--- src/include/tdc_pkg.sv ---
// Package for the triple down-counter timer block
package tdc_pkg;
  localparam int unsigned CNT_W      = 16;
  localparam int unsigned NUM_TMR    = 3;
  localparam int unsigned ADDR_W     = 8;
  // Address fields: timer index and register offset within a timer
  localparam int unsigned IDX_HI     = 6;
  localparam int unsigned IDX_LO     = 5;
  localparam int unsigned OFS_HI     = 4;
  // Register byte offsets, per timer stride
  localparam logic [7:0] OFS_LOAD    = 8'h00;
  localparam logic [7:0] OFS_VALUE   = 8'h04;
  localparam logic [7:0] OFS_CTRL    = 8'h08;
  localparam logic [7:0] OFS_CLEAR   = 8'h0C;
  localparam logic [7:0] TMR_STRIDE  = 8'h20;
  localparam logic [7:0] OFS_INT_ST  = 8'h60;
  localparam logic [7:0] OFS_INT_MSK = 8'h64;
  // Control register fields
  localparam int unsigned CTRL_EN    = 0;
  localparam int unsigned CTRL_MODE  = 1;
  localparam logic [CNT_W-1:0] CNT_WRAP = 16'hFFFF;
  localparam logic [CNT_W-1:0] CNT_ZERO = 16'h0000;
  localparam logic [31:0] RD_ZERO    = 32'h0000_0000;
  // Tick source rates: selectable sources in kHz, fixed source in Hz
  localparam int unsigned TICK_FAST_KHZ = 508;
  localparam int unsigned TICK_SLOW_KHZ = 2;
  localparam int unsigned TICK_FIX_HZ   = 7372800;

  typedef enum logic [1:0] {
    TDC_FREE   = 2'b01,
    TDC_PERIOD = 2'b10
  } tdc_mode_t;

  typedef struct packed {
    logic             en;
    logic             periodic;
    logic [CNT_W-1:0] load;
    logic [CNT_W-1:0] count;
  } tdc_tmr_t;
endpackage : tdc_pkg

--- src/hw/tdc_timers.sv ---
// Three 16-bit down-counting timers with APB registers and interrupt
//
// Implementation choices: the placing of the registers and the APB slave port.
`timescale 1ns/1ps

// Summary of operation
// Three independent timers, each free-running or periodic reload mode.
// Each timer has load, value, control and clear registers.
// Timers one and two tick on a selectable 508 kHz or 2 kHz source.
// Tick source and mode for timers one and two arrive as inputs.
// Each timer has a readable, writable 16-bit data register and control.
// A data register write loads the counter at once.
// After a load the counter drops on the next active tick, then every tick.
// Underflow raises that timer's interrupt in the same cycle.
// Timer three ticks only on a fixed 7.3728 MHz source.
// Timer three counts only when enabled and written, from next tick.
// Free-running underflow wraps to 0xFFFF and keeps counting.
// Periodic underflow reloads the last written value and continues.
// Any write to a clear register drops that timer's pending interrupt.
// Value reads return live count; load reads return last written value.
// Tick edges are synchronised; counting only on edge while enabled.
module tdc_timers
  import tdc_pkg::*;
#(
  parameter int unsigned SYNC_STAGES = 2
)(
  input  wire logic              pclk,
  input  wire logic              presetn,
  input  wire logic              psel,
  input  wire logic              penable,
  input  wire logic              pwrite,
  input  wire logic [ADDR_W-1:0] paddr,
  input  wire logic [31:0]       pwdata,
  output logic [31:0]            prdata,
  output logic                   pready,
  output logic                   pslverr,
  input  wire logic              tick_508k,
  input  wire logic              tick_2k,
  input  wire logic              tick_7m,
  input  wire logic              first_slow_timer_sel_slow,
  input  wire logic              first_slow_timer_periodic,
  input  wire logic              second_slow_timer_sel_slow,
  input  wire logic              second_slow_timer_periodic,
  output logic [NUM_TMR-1:0]     tmr_irq,
  output logic                   irq
);
  // Refuse a synchroniser too short to settle the tick pins
  if (SYNC_STAGES < 2)
  begin : g_bad_sync
    $error("SYNC_STAGES must be at least 2");
  end

  // Tick synchronisers: first stage read only by second
  logic [SYNC_STAGES-1:0] sync_508k, sync_2k, sync_7m;
  logic                   last_508k, last_2k, last_7m;
  logic                   edge_508k, edge_2k, edge_7m;
  logic [SYNC_STAGES-1:0] next_sync_508k, next_sync_2k, next_sync_7m;
  logic                   next_last_508k, next_last_2k, next_last_7m;
  always_comb
  begin
    next_sync_508k = {sync_508k[SYNC_STAGES-2:0], tick_508k};
    next_sync_2k   = {sync_2k[SYNC_STAGES-2:0], tick_2k};
    next_sync_7m   = {sync_7m[SYNC_STAGES-2:0], tick_7m};
    next_last_508k = sync_508k[SYNC_STAGES-1];
    next_last_2k   = sync_2k[SYNC_STAGES-1];
    next_last_7m   = sync_7m[SYNC_STAGES-1];
  end
  always_ff @(posedge pclk or negedge presetn)
  begin
    if (!presetn)
    begin
      sync_508k <= '0;
      sync_2k   <= '0;
      sync_7m   <= '0;
      last_508k <= 1'b0;
      last_2k   <= 1'b0;
      last_7m   <= 1'b0;
    end
    else
    begin
      sync_508k <= next_sync_508k;
      sync_2k   <= next_sync_2k;
      sync_7m   <= next_sync_7m;
      last_508k <= next_last_508k;
      last_2k   <= next_last_2k;
      last_7m   <= next_last_7m;
    end
  end
  assign edge_508k = sync_508k[SYNC_STAGES-1] & ~last_508k;
  assign edge_2k   = sync_2k[SYNC_STAGES-1] & ~last_2k;
  assign edge_7m   = sync_7m[SYNC_STAGES-1] & ~last_7m;

  // Per-timer tick and mode selection
  tdc_tmr_t           tmr [NUM_TMR];
  tdc_tmr_t           next_tmr [NUM_TMR];
  logic [NUM_TMR-1:0] tick;
  logic [NUM_TMR-1:0] mode_periodic;
  assign tick[0] = first_slow_timer_sel_slow  ? edge_2k : edge_508k;
  assign tick[1] = second_slow_timer_sel_slow ? edge_2k : edge_508k;
  assign tick[2] = edge_7m;
  assign mode_periodic[0] = first_slow_timer_periodic;
  assign mode_periodic[1] = second_slow_timer_periodic;
  assign mode_periodic[2] = tmr[2].periodic;

  // APB decode
  logic       wr_en;
  logic [1:0] sel_idx;
  logic [7:0] sel_ofs;
  assign wr_en   = psel & penable & pwrite;
  assign sel_idx = paddr[IDX_HI:IDX_LO];
  assign sel_ofs = 8'(paddr[OFS_HI:0]);
  assign pready  = 1'b1;
  assign pslverr = 1'b0;

  logic [NUM_TMR-1:0] int_st, next_int_st;
  logic [NUM_TMR-1:0] int_msk, next_int_msk;
  logic [NUM_TMR-1:0] armed, next_armed;
  logic [NUM_TMR-1:0] underflow;

  genvar g;
  generate
    for (g = 0; g < NUM_TMR; g++)
    begin : g_tmr
      logic hit;
      assign hit = (sel_idx == 2'(g)) && (paddr < OFS_INT_ST);
      assign underflow[g] = tick[g] & tmr[g].en & armed[g]
                          & (tmr[g].count == CNT_ZERO);
      always_comb
      begin
        next_tmr[g]   = tmr[g];
        next_armed[g] = armed[g];
        if (tick[g] && tmr[g].en && armed[g])
        begin
          if (tmr[g].count != CNT_ZERO)
            next_tmr[g].count = tmr[g].count - 16'h0001;
          else if (mode_periodic[g])
            next_tmr[g].count = tmr[g].load;
          else
            next_tmr[g].count = CNT_WRAP;
        end
        if (wr_en && hit && sel_ofs == OFS_LOAD)
        begin
          next_tmr[g].load  = pwdata[CNT_W-1:0];
          next_tmr[g].count = pwdata[CNT_W-1:0];
          next_armed[g]     = 1'b1;
        end
        if (wr_en && hit && sel_ofs == OFS_CTRL)
        begin
          next_tmr[g].en       = pwdata[CTRL_EN];
          next_tmr[g].periodic = pwdata[CTRL_MODE];
        end
      end
      always_ff @(posedge pclk or negedge presetn)
      begin
        if (!presetn)
        begin
          tmr[g]   <= '0;
          armed[g] <= 1'b0;
        end
        else
        begin
          tmr[g]   <= next_tmr[g];
          armed[g] <= next_armed[g];
        end
      end
      always_comb
      begin
        next_int_st[g] = int_st[g];
        if (wr_en && hit && sel_ofs == OFS_CLEAR)
          next_int_st[g] = 1'b0;
        if (wr_en && paddr == OFS_INT_ST && pwdata[g])
          next_int_st[g] = 1'b0;
        if (underflow[g])
          next_int_st[g] = 1'b1;
      end
      // Underflow shows on the timer line in the same cycle
      assign tmr_irq[g] = underflow[g] | int_st[g];
    end
  endgenerate

  // Interrupt mask register
  always_comb
  begin
    next_int_msk = int_msk;
    if (wr_en && paddr == OFS_INT_MSK)
      next_int_msk = pwdata[NUM_TMR-1:0];
  end

  always_ff @(posedge pclk or negedge presetn)
  begin
    if (!presetn)
    begin
      int_st  <= '0;
      int_msk <= '0;
    end
    else
    begin
      int_st  <= next_int_st;
      int_msk <= next_int_msk;
    end
  end
  assign irq = |(int_st & int_msk);

  // Read mux, combinational whenever psel is high for a read, setup phase included
  always_comb
  begin
    prdata = RD_ZERO;
    if (psel && !pwrite)
    begin
      if (paddr == OFS_INT_ST)
        prdata = {29'h0, int_st};
      else if (paddr == OFS_INT_MSK)
        prdata = {29'h0, int_msk};
      else if (paddr < OFS_INT_ST)
      begin
        unique case (sel_ofs)
          OFS_LOAD:  prdata = {16'h0, tmr[sel_idx].load};
          OFS_VALUE: prdata = {16'h0, tmr[sel_idx].count};
          OFS_CTRL:  prdata = {30'h0, mode_periodic[sel_idx], tmr[sel_idx].en};
          default:   prdata = RD_ZERO;
        endcase
      end
    end
  end

  chk_load_now: assert property (@(posedge pclk) disable iff (!presetn)
    (wr_en && paddr == OFS_LOAD) |=> (tmr[0].count == $past(pwdata[CNT_W-1:0])))
    else $error("load did not reach counter");
  chk_wrap_free: assert property (@(posedge pclk) disable iff (!presetn)
    (underflow[0] && !mode_periodic[0] && !wr_en)
      |=> tmr[0].count == CNT_WRAP)
    else $error("free mode did not wrap");
  chk_reload_per: assert property (@(posedge pclk) disable iff (!presetn)
    (underflow[1] && mode_periodic[1] && !wr_en) |=> tmr[1].count == $past(tmr[1].load))
    else $error("periodic mode did not reload");
  chk_irq_same: assert property (@(posedge pclk) disable iff (!presetn)
    underflow[2] |-> tmr_irq[2] ##1 int_st[2])
    else $error("interrupt late");
  chk_clear_irq: assert property (@(posedge pclk) disable iff (!presetn)
    (wr_en && paddr == OFS_CLEAR && !underflow[0]) |=> !int_st[0])
    else $error("clear ignored");
  chk_hold_noedge: assert property (@(posedge pclk) disable iff (!presetn)
    (!tick[0] && !wr_en) |=> $stable(tmr[0].count))
    else $error("count moved without tick");
  chk_idle_unarmed: assert property (@(posedge pclk) disable iff (!presetn)
    (!armed[2] && !wr_en) |=> $stable(tmr[2].count))
    else $error("timer three counted before write");
  chk_dec_one: assert property (@(posedge pclk) disable iff (!presetn)
    (tick[1] && tmr[1].en && armed[1] && tmr[1].count != CNT_ZERO && !wr_en)
      |=> tmr[1].count == $past(tmr[1].count) - 16'h0001)
    else $error("decrement wrong");

  chk_status_set: assert property (@(posedge pclk) disable iff (!presetn)
    underflow[0] |=> int_st[0])
    else $error("underflow did not set status");
  chk_sticky_hold: assert property (@(posedge pclk) disable iff (!presetn)
    (int_st[1] && !wr_en) |=> int_st[1])
    else $error("status bit dropped without a write");
  chk_w1c_clear: assert property (@(posedge pclk) disable iff (!presetn)
    (wr_en && paddr == OFS_INT_ST && pwdata[2] && !underflow[2]) |=> !int_st[2])
    else $error("status write did not clear");
  chk_clear_second: assert property (@(posedge pclk) disable iff (!presetn)
    (wr_en && g_tmr[1].hit && sel_ofs == OFS_CLEAR && !underflow[1]) |=> !int_st[1])
    else $error("clear register ignored");

  chk_load_keep: assert property (@(posedge pclk) disable iff (!presetn)
    (wr_en && paddr == OFS_LOAD) |=> tmr[0].load == $past(pwdata[CNT_W-1:0]))
    else $error("load value not kept");
  chk_load_second: assert property (@(posedge pclk) disable iff (!presetn)
    (wr_en && g_tmr[1].hit && sel_ofs == OFS_LOAD) |=> tmr[1].count == $past(pwdata[CNT_W-1:0]))
    else $error("load did not reach second counter");
  chk_arm_fast: assert property (@(posedge pclk) disable iff (!presetn)
    (wr_en && g_tmr[2].hit && sel_ofs == OFS_LOAD) |=> armed[2])
    else $error("timer three not armed by write");
  chk_ctrl_enable: assert property (@(posedge pclk) disable iff (!presetn)
    (wr_en && g_tmr[1].hit && sel_ofs == OFS_CTRL) |=> tmr[1].en == $past(pwdata[CTRL_EN]))
    else $error("control write lost");
  chk_upper_zero: assert property (@(posedge pclk) disable iff (!presetn)
    (psel && !pwrite) |-> prdata[31:CNT_W] == '0)
    else $error("upper read bits not zero");

  chk_off_hold: assert property (@(posedge pclk) disable iff (!presetn)
    (!tmr[1].en && !wr_en) |=> $stable(tmr[1].count))
    else $error("disabled timer counted");
  chk_sync_slow: assert property (@(posedge pclk) disable iff (!presetn)
    edge_508k |-> $past(tick_508k, SYNC_STAGES))
    else $error("edge without synchronised tick");
  chk_sync_2k: assert property (@(posedge pclk) disable iff (!presetn)
    edge_2k |-> $past(tick_2k, SYNC_STAGES))
    else $error("edge without synchronised tick");
  chk_sync_fast: assert property (@(posedge pclk) disable iff (!presetn)
    edge_7m |-> $past(tick_7m, SYNC_STAGES))
    else $error("edge without synchronised tick");
  chk_edge_once: assert property (@(posedge pclk) disable iff (!presetn)
    edge_508k |=> !edge_508k)
    else $error("tick edge lasted two cycles");
  chk_src_select: assert property (@(posedge pclk) disable iff (!presetn)
    (edge_2k && !edge_508k && !first_slow_timer_sel_slow && !wr_en) |=> $stable(tmr[0].count))
    else $error("wrong tick source counted");
  chk_fast_source: assert property (@(posedge pclk) disable iff (!presetn)
    (!edge_7m && !wr_en) |=> $stable(tmr[2].count))
    else $error("timer three counted off its source");
  chk_wrap_fast: assert property (@(posedge pclk) disable iff (!presetn)
    (underflow[2] && !mode_periodic[2] && !wr_en) |=> tmr[2].count == CNT_WRAP)
    else $error("timer three did not wrap");
  chk_reload_fast: assert property (@(posedge pclk) disable iff (!presetn)
    (underflow[2] && mode_periodic[2] && !wr_en) |=> tmr[2].count == $past(tmr[2].load))
    else $error("timer three did not reload");
endmodule : tdc_timers

--- config.mk ---
export PLATFORM = sky130hd
export DESIGN_NAME = tdc_timers
export DESIGN_NICKNAME = d
export VERILOG_FILES = /design/src/include/tdc_pkg.sv /design/src/hw/tdc_timers.sv
export SDC_FILE = /design/constraint.sdc
export NUM_CORES = 1
export LEC_CHECK = 0
export ABC_AREA = 1
export BUFFER_PORTS_ARGS = -buffer_cell sky130_fd_sc_hd__buf_2
export CORE_MARGIN = 2
export CORE_UTILIZATION = 53
export DETAILED_ROUTE_END_ITERATION = 16
export GPL_TIMING_DRIVEN = 0
export PLACE_DENSITY = 0.73
export REMOVE_ABC_BUFFERS = 1
export SETUP_SLACK_MARGIN = 0.4
export SYNTH_ARGS = -nofsm -noshare
export SYNTH_HDL_FRONTEND = slang
export SYNTH_SLANG_ARGS = --single-unit
--- constraint.sdc ---
create_clock -name pclk -period 3.35 [get_ports pclk]
set_input_delay 0.5025 -clock pclk [delete_from_list [all_inputs] [get_ports pclk]]
set_output_delay 0.5025 -clock pclk [all_outputs]
set_load 0.01 [all_outputs]
==> impl_results.md, run 1 <==
* Synth unique cells at 36
* Wire length on met3 at 2650 µm
* TritonCTS Sinks at 118
* Synth Warn # at 0
* Initial Util at 54.3%
* CTS tree: done
* Core Box Area at 14600 µm²
* Area Overhead vs Synth at 11.0%
* Root Buffer: clkbuf_16
* First-pass GRT wire length at 41600 µm
* CP Max Fanout at 20
* Slew headroom at 33.8%
* Post-DP HPWL at 18800 µm
* CTS Buffer Depth at 2
* WL met1 at 10800 µm
* Final nets at 1272
* Worst Hold Path EP: sync_508k[0]
* Setup WS pre-CTS at 0.190 ns
* Remaining Overflow, GRT at 0
* Hold Path Stages at 1
* Initial antenna violation count at 0
* Sequential-to-total area share from yosys stat at 37.3%
* Uppermost routed layer: met4
* Startpoint Class: input port
* Pwr dens at 493 nW/µm²
* CTS clock-pin slew for the worst setup and hold paths at 0.05 ns
* Layout cells sized above 1 at 11.1%
* Worst hold slack at 0.189 ns
* Die Wd at 126 µm
* Chip Height at 126 µm
* Number of I/O pins at 90
* Layout Utilization at 60.2%
* Post-synth ARST share at 100%
* Port bufs at 55
* Hold WC Path Type: in2reg
* Num rows at 44
* Slowest CP cell: nor2_2
* Hold Violations, Final at 0
* Crit path max-delay family: simple AND/OR/NAND/NOR gates
* Most frequent CP cell: buf_2
* Worst setup EP type: primary output
* P_leak at 0.00462 µW
* Number of enable flip-flop cells after synthesis at 0
* Largest net degree at the start of global routing at 95
* CP cell instances: buf_2 > nor2_2 > a22oi_1 > o211ai_1 > nand2_1 > inv_1 > buf_2
* Number of setup buffers added after CTS at 0
* Critical Path Max Stage Delay at 0.79 ns
* Fin. max-slew vios at 0
* Gp weighted congestion at 0.961
* Post-Syn Area per Cell at 6.73 µm²
* Insertion delay to the later sink of the worst-skew pair at 0.42 ns
* Register bit total from synthesis at 118
* Synthesized instance count at 1176
* Initial DRC count at 1028
* Met2 wire len at 11600 µm
* Final ANT Viol Nets at 0
* Tightest Pin Transition at 0.991 ns
* Min Tclk post-route at 2.81 ns
* Total CTS buffers at 17
* Synth Cell Area at 7920 µm²
* Total Routing Usage GR at 33.8%
* Post-route setup slack at 0.538 ns
* Routed vias at 8292
* Tot Pwr at 4330 µW
* Max Cap Viol at 0
* Post-synth top flop: dfrtp_1
* Period utilisation layout at 83.9%
* RSZ-0062 raised after global routing: false
* WL final at 26300 µm
* Post-route setup TNS at 0 ns
* Vias in the first global route at 7751
* Arrival @ worst endpoint at 2.31 ns
* R2r setup slk at 1.06 ns
* R2R Path End: tmr[46]
* Crit path buffers/inverters at 3
* Worst EP required at 2.85 ns
* R2R depth at 9
* Wire per inst at 18.7 µm
* Outcome: finished, final reports clean
* # diodes at 0
* Peak supply drop at 0.404 mV
* Hold Crit Start: tick_508k
* H-tree Lvls at 4
* Critical path class: in2out
* Setup Skew at 0.00756 ns
* Origin of the critical flop-to-flop path: tmr[34]
* Final Setup Violations at 0
* Number of remaining DRC errors at 0
* Die Area at 15900 µm²
* Max Clk Rate at 0.356 GHz
* Drt first pass iters at 6
* Via density at 5.88
[per-stage QoR]
step,std cells,instance area [µm²]
after floorplan,1138,7630
after global placement,1377,8140
after detailed placement,1378,8170
after CTS,1411,8780
after global routing,1411,8790
final,1411,8790
[routing by layer]
layer | track usage, % | up-vias
met4 | 16.0 | 0
met3 | 7.94 | 79
li1 | - | 3851
met1 | 46.4 | 3903
met2 | 50.7 | 459
met5 | 0 | -
[final cells by class]
cell class                      count  area (µm²)
Clock buffer                       22         464
Fill cell                        1411        5800
Tap cell                          184         230
Multi-Input combinational cell    868        4110
Timing Repair Buffer               57         319
Sequential cell                   118        2950
Clock inverter                     10         128
Inverter                          152         583
[how the worst max path moves through the flow]
stage              from    endpoint  depth (start not counted)
6_report       paddr[6]  prdata[15]                          7
5_1_grt        paddr[6]   prdata[2]                          9
4_1_cts          tmr[0]  tmr_irq[2]                          7
3_5_place_dp   paddr[3]   prdata[2]                          9
3_3_place_gp   paddr[6]     tmr[80]                          9
2_1_floorplan  paddr[6]   prdata[2]                          7
[repair_timing]
item | in CTS | in global routing
gates cloned | 0 | 0
hold buffers | 1 | 0
endpoints found under the setup margin | 12 | 2
hold endpoints to repair | 24 | 0
gates resized for setup | 4 | 1
pin swaps | 0 | 0
[sequential cells by signal (all words and copies together) (netlist names)]
| name | count |
|---|---|
| sync_2k | 2 |
| sync_7m | 2 |
| armed | 3 |
| mode_periodic | 1 |
| tmr | 99 |
| last_2k | 1 |
| last_7m | 1 |
| last_508k | 1 |
| int_st | 3 |
| int_msk | 3 |
| sync_508k | 2 |
[cell usage after synthesis, drive strengths merged (3+ instances only)]
library cell	instances	area, µm²
o21ai	111	556
o221ai	16	140
buf	45	315
clkbuf	9	33.8
a21oi	20	100
o211ai	7	57.6
o22ai	10	62.6
o21bai	3	22.5
nor3	4	25.0
nand3	147	736
ha	6	75.1
inv	152	583
dfrtp	118	2950
nand2	361	1380
nor2	132	633
xor2	10	87.6
nand4	14	87.6
[logic make-up (layout without fill, tap and decap cells)]
kind of cell / after synthesis / count (layout) / share of synthesized area, %
AOI/OAI and AO/OA: 170 / 170 / 12.1
other: 2 / 18 / 0.0948
DFF: 118 / 118 / 37.3
adders and majority gates: 6 / 6 / 0.948
and+or+nand+nor: 663 / 663 / 36.6
xor gates and xnor gates: 10 / 10 / 1.11
buffers and inverters: 206 / 241 / 11.8
muxes: 1 / 1 / 0.142
[power breakdown]
part	switching (µW)	internal, µW	total, µW	leakage, µW
clock	666	1200	1870	0.000293
sequential	63.8	1490	1550	0.00136
combinational	639	278	917	0.00297
[layout by cell type (no fill, tap or decap), drive strengths merged]
master       instances
a22oi                1
conb                18
buf                 56
nand3              147
dfrtp              118
nand3b               2
inv                152
clkbuf              22
nand2              361
nor2               132
o21bai               3
o22ai               10
nor4                 1
dlygate4sd3          1
o211ai               7
clkinvlp             1
ha                   6
or2                  2
nand4               14
bufinv               3
mux2                 1
nor3                 4
a31oi                2
o21ai              111
clkinv               6
o221ai              16
xor2                10
a21oi               20
Power figures use the tool's default switching activity.
==> run 2, diff against run 1 <==
Settings changed: ABC_AREA 1 to 0, PLACE_DENSITY 0.73 to 0.77.
Clock period 3.35 ns to 2.4 ns, I/O delays scaled along.
==> run 2 against run 1 <==
Against the previous run: the flow now finishes with violations (negative setup slack); routed wire length up 2.9%; first-iteration DRC count up 9.7%; worst setup slack worse by 0.62 ns; core utilization up 12 points; non-clock buffer count up 98; sequential cell count unchanged; highest routed layer unchanged.
==> impl_results.md, run 2 <==
* Synth top cells by count: 218 x nand2_1, 118 x dfrtp_1, 67 x nor2_1
* Wire per inst at 22.3 µm
* Number of flip-flops in the largest register at 99
* Sequential-to-total area share from yosys stat at 39.0%
* Met2 wire len at 12500 µm
* Min Tclk post-route at 2.49 ns
* Wire length on met3 at 2590 µm
* Number of remaining DRC errors at 0
* CP Max Fanout at 6
* Chip Height at 124 µm
* Outcome: finished with violations
* Hold WC Path Type: in2reg
* Insertion delay to the later sink of the worst-skew pair at 0.43 ns
* Initial Util at 54.3%
* CTS Buffer Depth at 2
* Commonest non-fill, non-tap cell in the layout: nand2_1
* P_leak at 0.00460 µW
* H-tree Lvls at 4
* Core Box Area at 13900 µm²
* Initial DRC count at 1128
* Dpl cells at 1090
* Synth area leaders: dfrtp_1 39%, nand2_1 11%, mux2i_1 4.0%
* Remaining Overflow, GRT at 0
* Synth Warn # at 0
* WL final at 27100 µm
* Area of the multi-input gates at 4980 µm²
* Critical path class: reg2out
* Post-DP HPWL at 16300 µm
* Initial antenna violation count at 0
* First-pass GRT wire length at 40200 µm
* Number of I/O pins at 90
* Root Buffer: clkbuf_16
* Synth unique cells at 71
* RSZ-0062 raised after global routing: true
* Failing checks: negative setup slack
* Worst setup EP type: primary output
* Synth Cell Area at 7570 µm²
* Largest net degree at the start of global routing at 98
* Pwr dens at 560 nW/µm²
* Fin. max-slew vios at 0
* Synthesized instance count at 908
* Final instance area at 10100 µm²
* Synth area leader: dfrtp_1
* Gp weighted congestion at 0.977
* Post-route setup slack at -0.0863 ns
* Area Overhead vs Synth at 33.8%
* Drt first pass iters at 6
* Die Area at 15300 µm²
* Commonest non-fill, non-tap cells in the layout: 212 x nand2_1, 86 x dfrtp_1, 74 x buf_4, 62 x nor2_1, 50 x buf_2
* Hold Violations, Final at 0
* Post-Syn Area per Cell at 8.34 µm²
* Fillers at 996
* CTS clock-pin slew for the worst setup and hold paths at 0.05 ns
* Final ANT Viol Nets at 0
* TritonCTS Sinks at 118
* Routed vias at 8132
* Cell with the most instances after synthesis: nand2_1
* Post-synth top flop: dfrtp_1
* Post-synth ARST share at 100%
* Period utilisation layout at 104%
* WL met1 at 10400 µm
* Die Wd at 124 µm
* Peak supply drop at 0.394 mV
* Worst EP required at 2.04 ns
* Register Area at 2990 µm²
* Slew headroom at 37.8%
* Startpoint Class: flop
* Via density at 6.68
* Vias in the first global route at 7372
* Max Clk Rate at 0.402 GHz
* Register bit total from synthesis at 118
* Layout Utilization at 72.7%
* Total CTS buffers at 17
* Final nets at 1083
* Number of enable flip-flop cells after synthesis at 0
* CTS tree: done
* Final cell count without fillers at 1218
* Port bufs at 55
* Placed cell area at 7860 µm²
* Uppermost routed layer: met4
* Layout cells sized above 1 at 34.2%
* Num rows at 43
* Share of the synthesized area in the top cell type at 39.0%
* Max Cap Viol at 0
* # diodes at 0
* Largest register by flop count: tmr
* Final Setup Violations at 1
* Tightest Pin Transition at 0.929 ns
* Arrival @ worst endpoint at 2.13 ns
* Setup Skew at 0.00803 ns
* Total Routing Usage GR at 35.1%
run 2: cell count changes in the layout (fill, tap and decap cells not counted), sizes merged, moves of 15 or more:
cell	change
buf	+98
nand2	-143
o21ai	-52
nor2	-64
nor4	+15
nand3	-120
mux2i	+30
a22oi	+22
o311ai	+16
inv	-135
run 2: cells by family (layout without fill, tap and decap cells):
family,Yosys count,count (layout),share of synthesized area (%)
AOI/OAI and AO/OA,205,205,18.7
xor gates and xnor gates,21,21,2.43
muxes,42,42,6.20
buffers and inverters,90,204,5.69
adders and majority gates,6,6,0.992
and+or+nand+nor,424,424,26.9
DFF,118,118,39.0
other,2,18,0.0992
run 2: report_power, final:
group / switching (µW) / total, µW / internal [µW] / leakage [µW]
logic: 457 / 773 / 317 / 0.00275
registers: 57.6 / 2090 / 2030 / 0.00153
clock network: 920 / 2810 / 1890 / 0.000318
total: 1430 / 5670 / 4240 / 0.00460
run 2: area by class of cell:
cell class | instances | area share, %
timing repair buffer | 155 | 12.1
clock buffer | 22 | 4.58
multi-input combinational | 716 | 49.2
sequential | 118 | 29.6
clock inverter | 10 | 1.73
tap | 180 | 2.22
inverter | 17 | 0.630
run 2: worst paths after layout:
check / startpoint / endpoint / slack, ns / cells after the start
max reg2reg: tmr[0] / tmr[5] / 0.11 / 7
min reg2reg: sync_7m[0] / sync_7m[1] / 0.35 / 0
max: tmr[9] / tmr_irq[2] / -0.09 / 5
min in group asynchronous: presetn / sync_508k[0] / 0.35 / 2
min: tick_508k / sync_508k[0] / 0.04 / 1
max in group asynchronous: presetn / tmr[3] / 1.29 / 3
run 2: metrics by stage:
step           power [µW]  worst slack (ns)  hold WS [ns]  setup TNS [ns]
6_report             5670           -0.0863        0.0376         -0.0863
5_1_grt              5820            -0.166        0.0294          -0.186
4_1_cts              5520           -0.0862        0.0318         -0.0862
3_5_place_dp         2620            -0.880         0.224          -54.19
3_3_place_gp         2610             -1.68         0.333         -164.54
2_1_floorplan        2380            -0.424        0.0644           -3.48
run 2: layer usage:
layer,up-vias,GRT usage [%]
met5,-,0
li1,3483,-
met2,568,53.4
met3,143,5.77
met4,0,20.7
met1,3938,47.2
run 2: what timing repair did:
action	4_1_cts	5_1_grt
endpoints found under the hold margin	21	0
setup buffers	59	35
gates cloned	1	0
pin swaps	46	45
gates resized for setup	170	83
hold buffers	1	0
setup endpoints to repair	121	73
run 2: critical path: stages, from the launching register on:
cell      delay, ns
dfrtp_2        0.46
or4_4          0.59
nor4_4         0.31
nand2_2        0.13
nand2b_1       0.09
buf_2          0.13
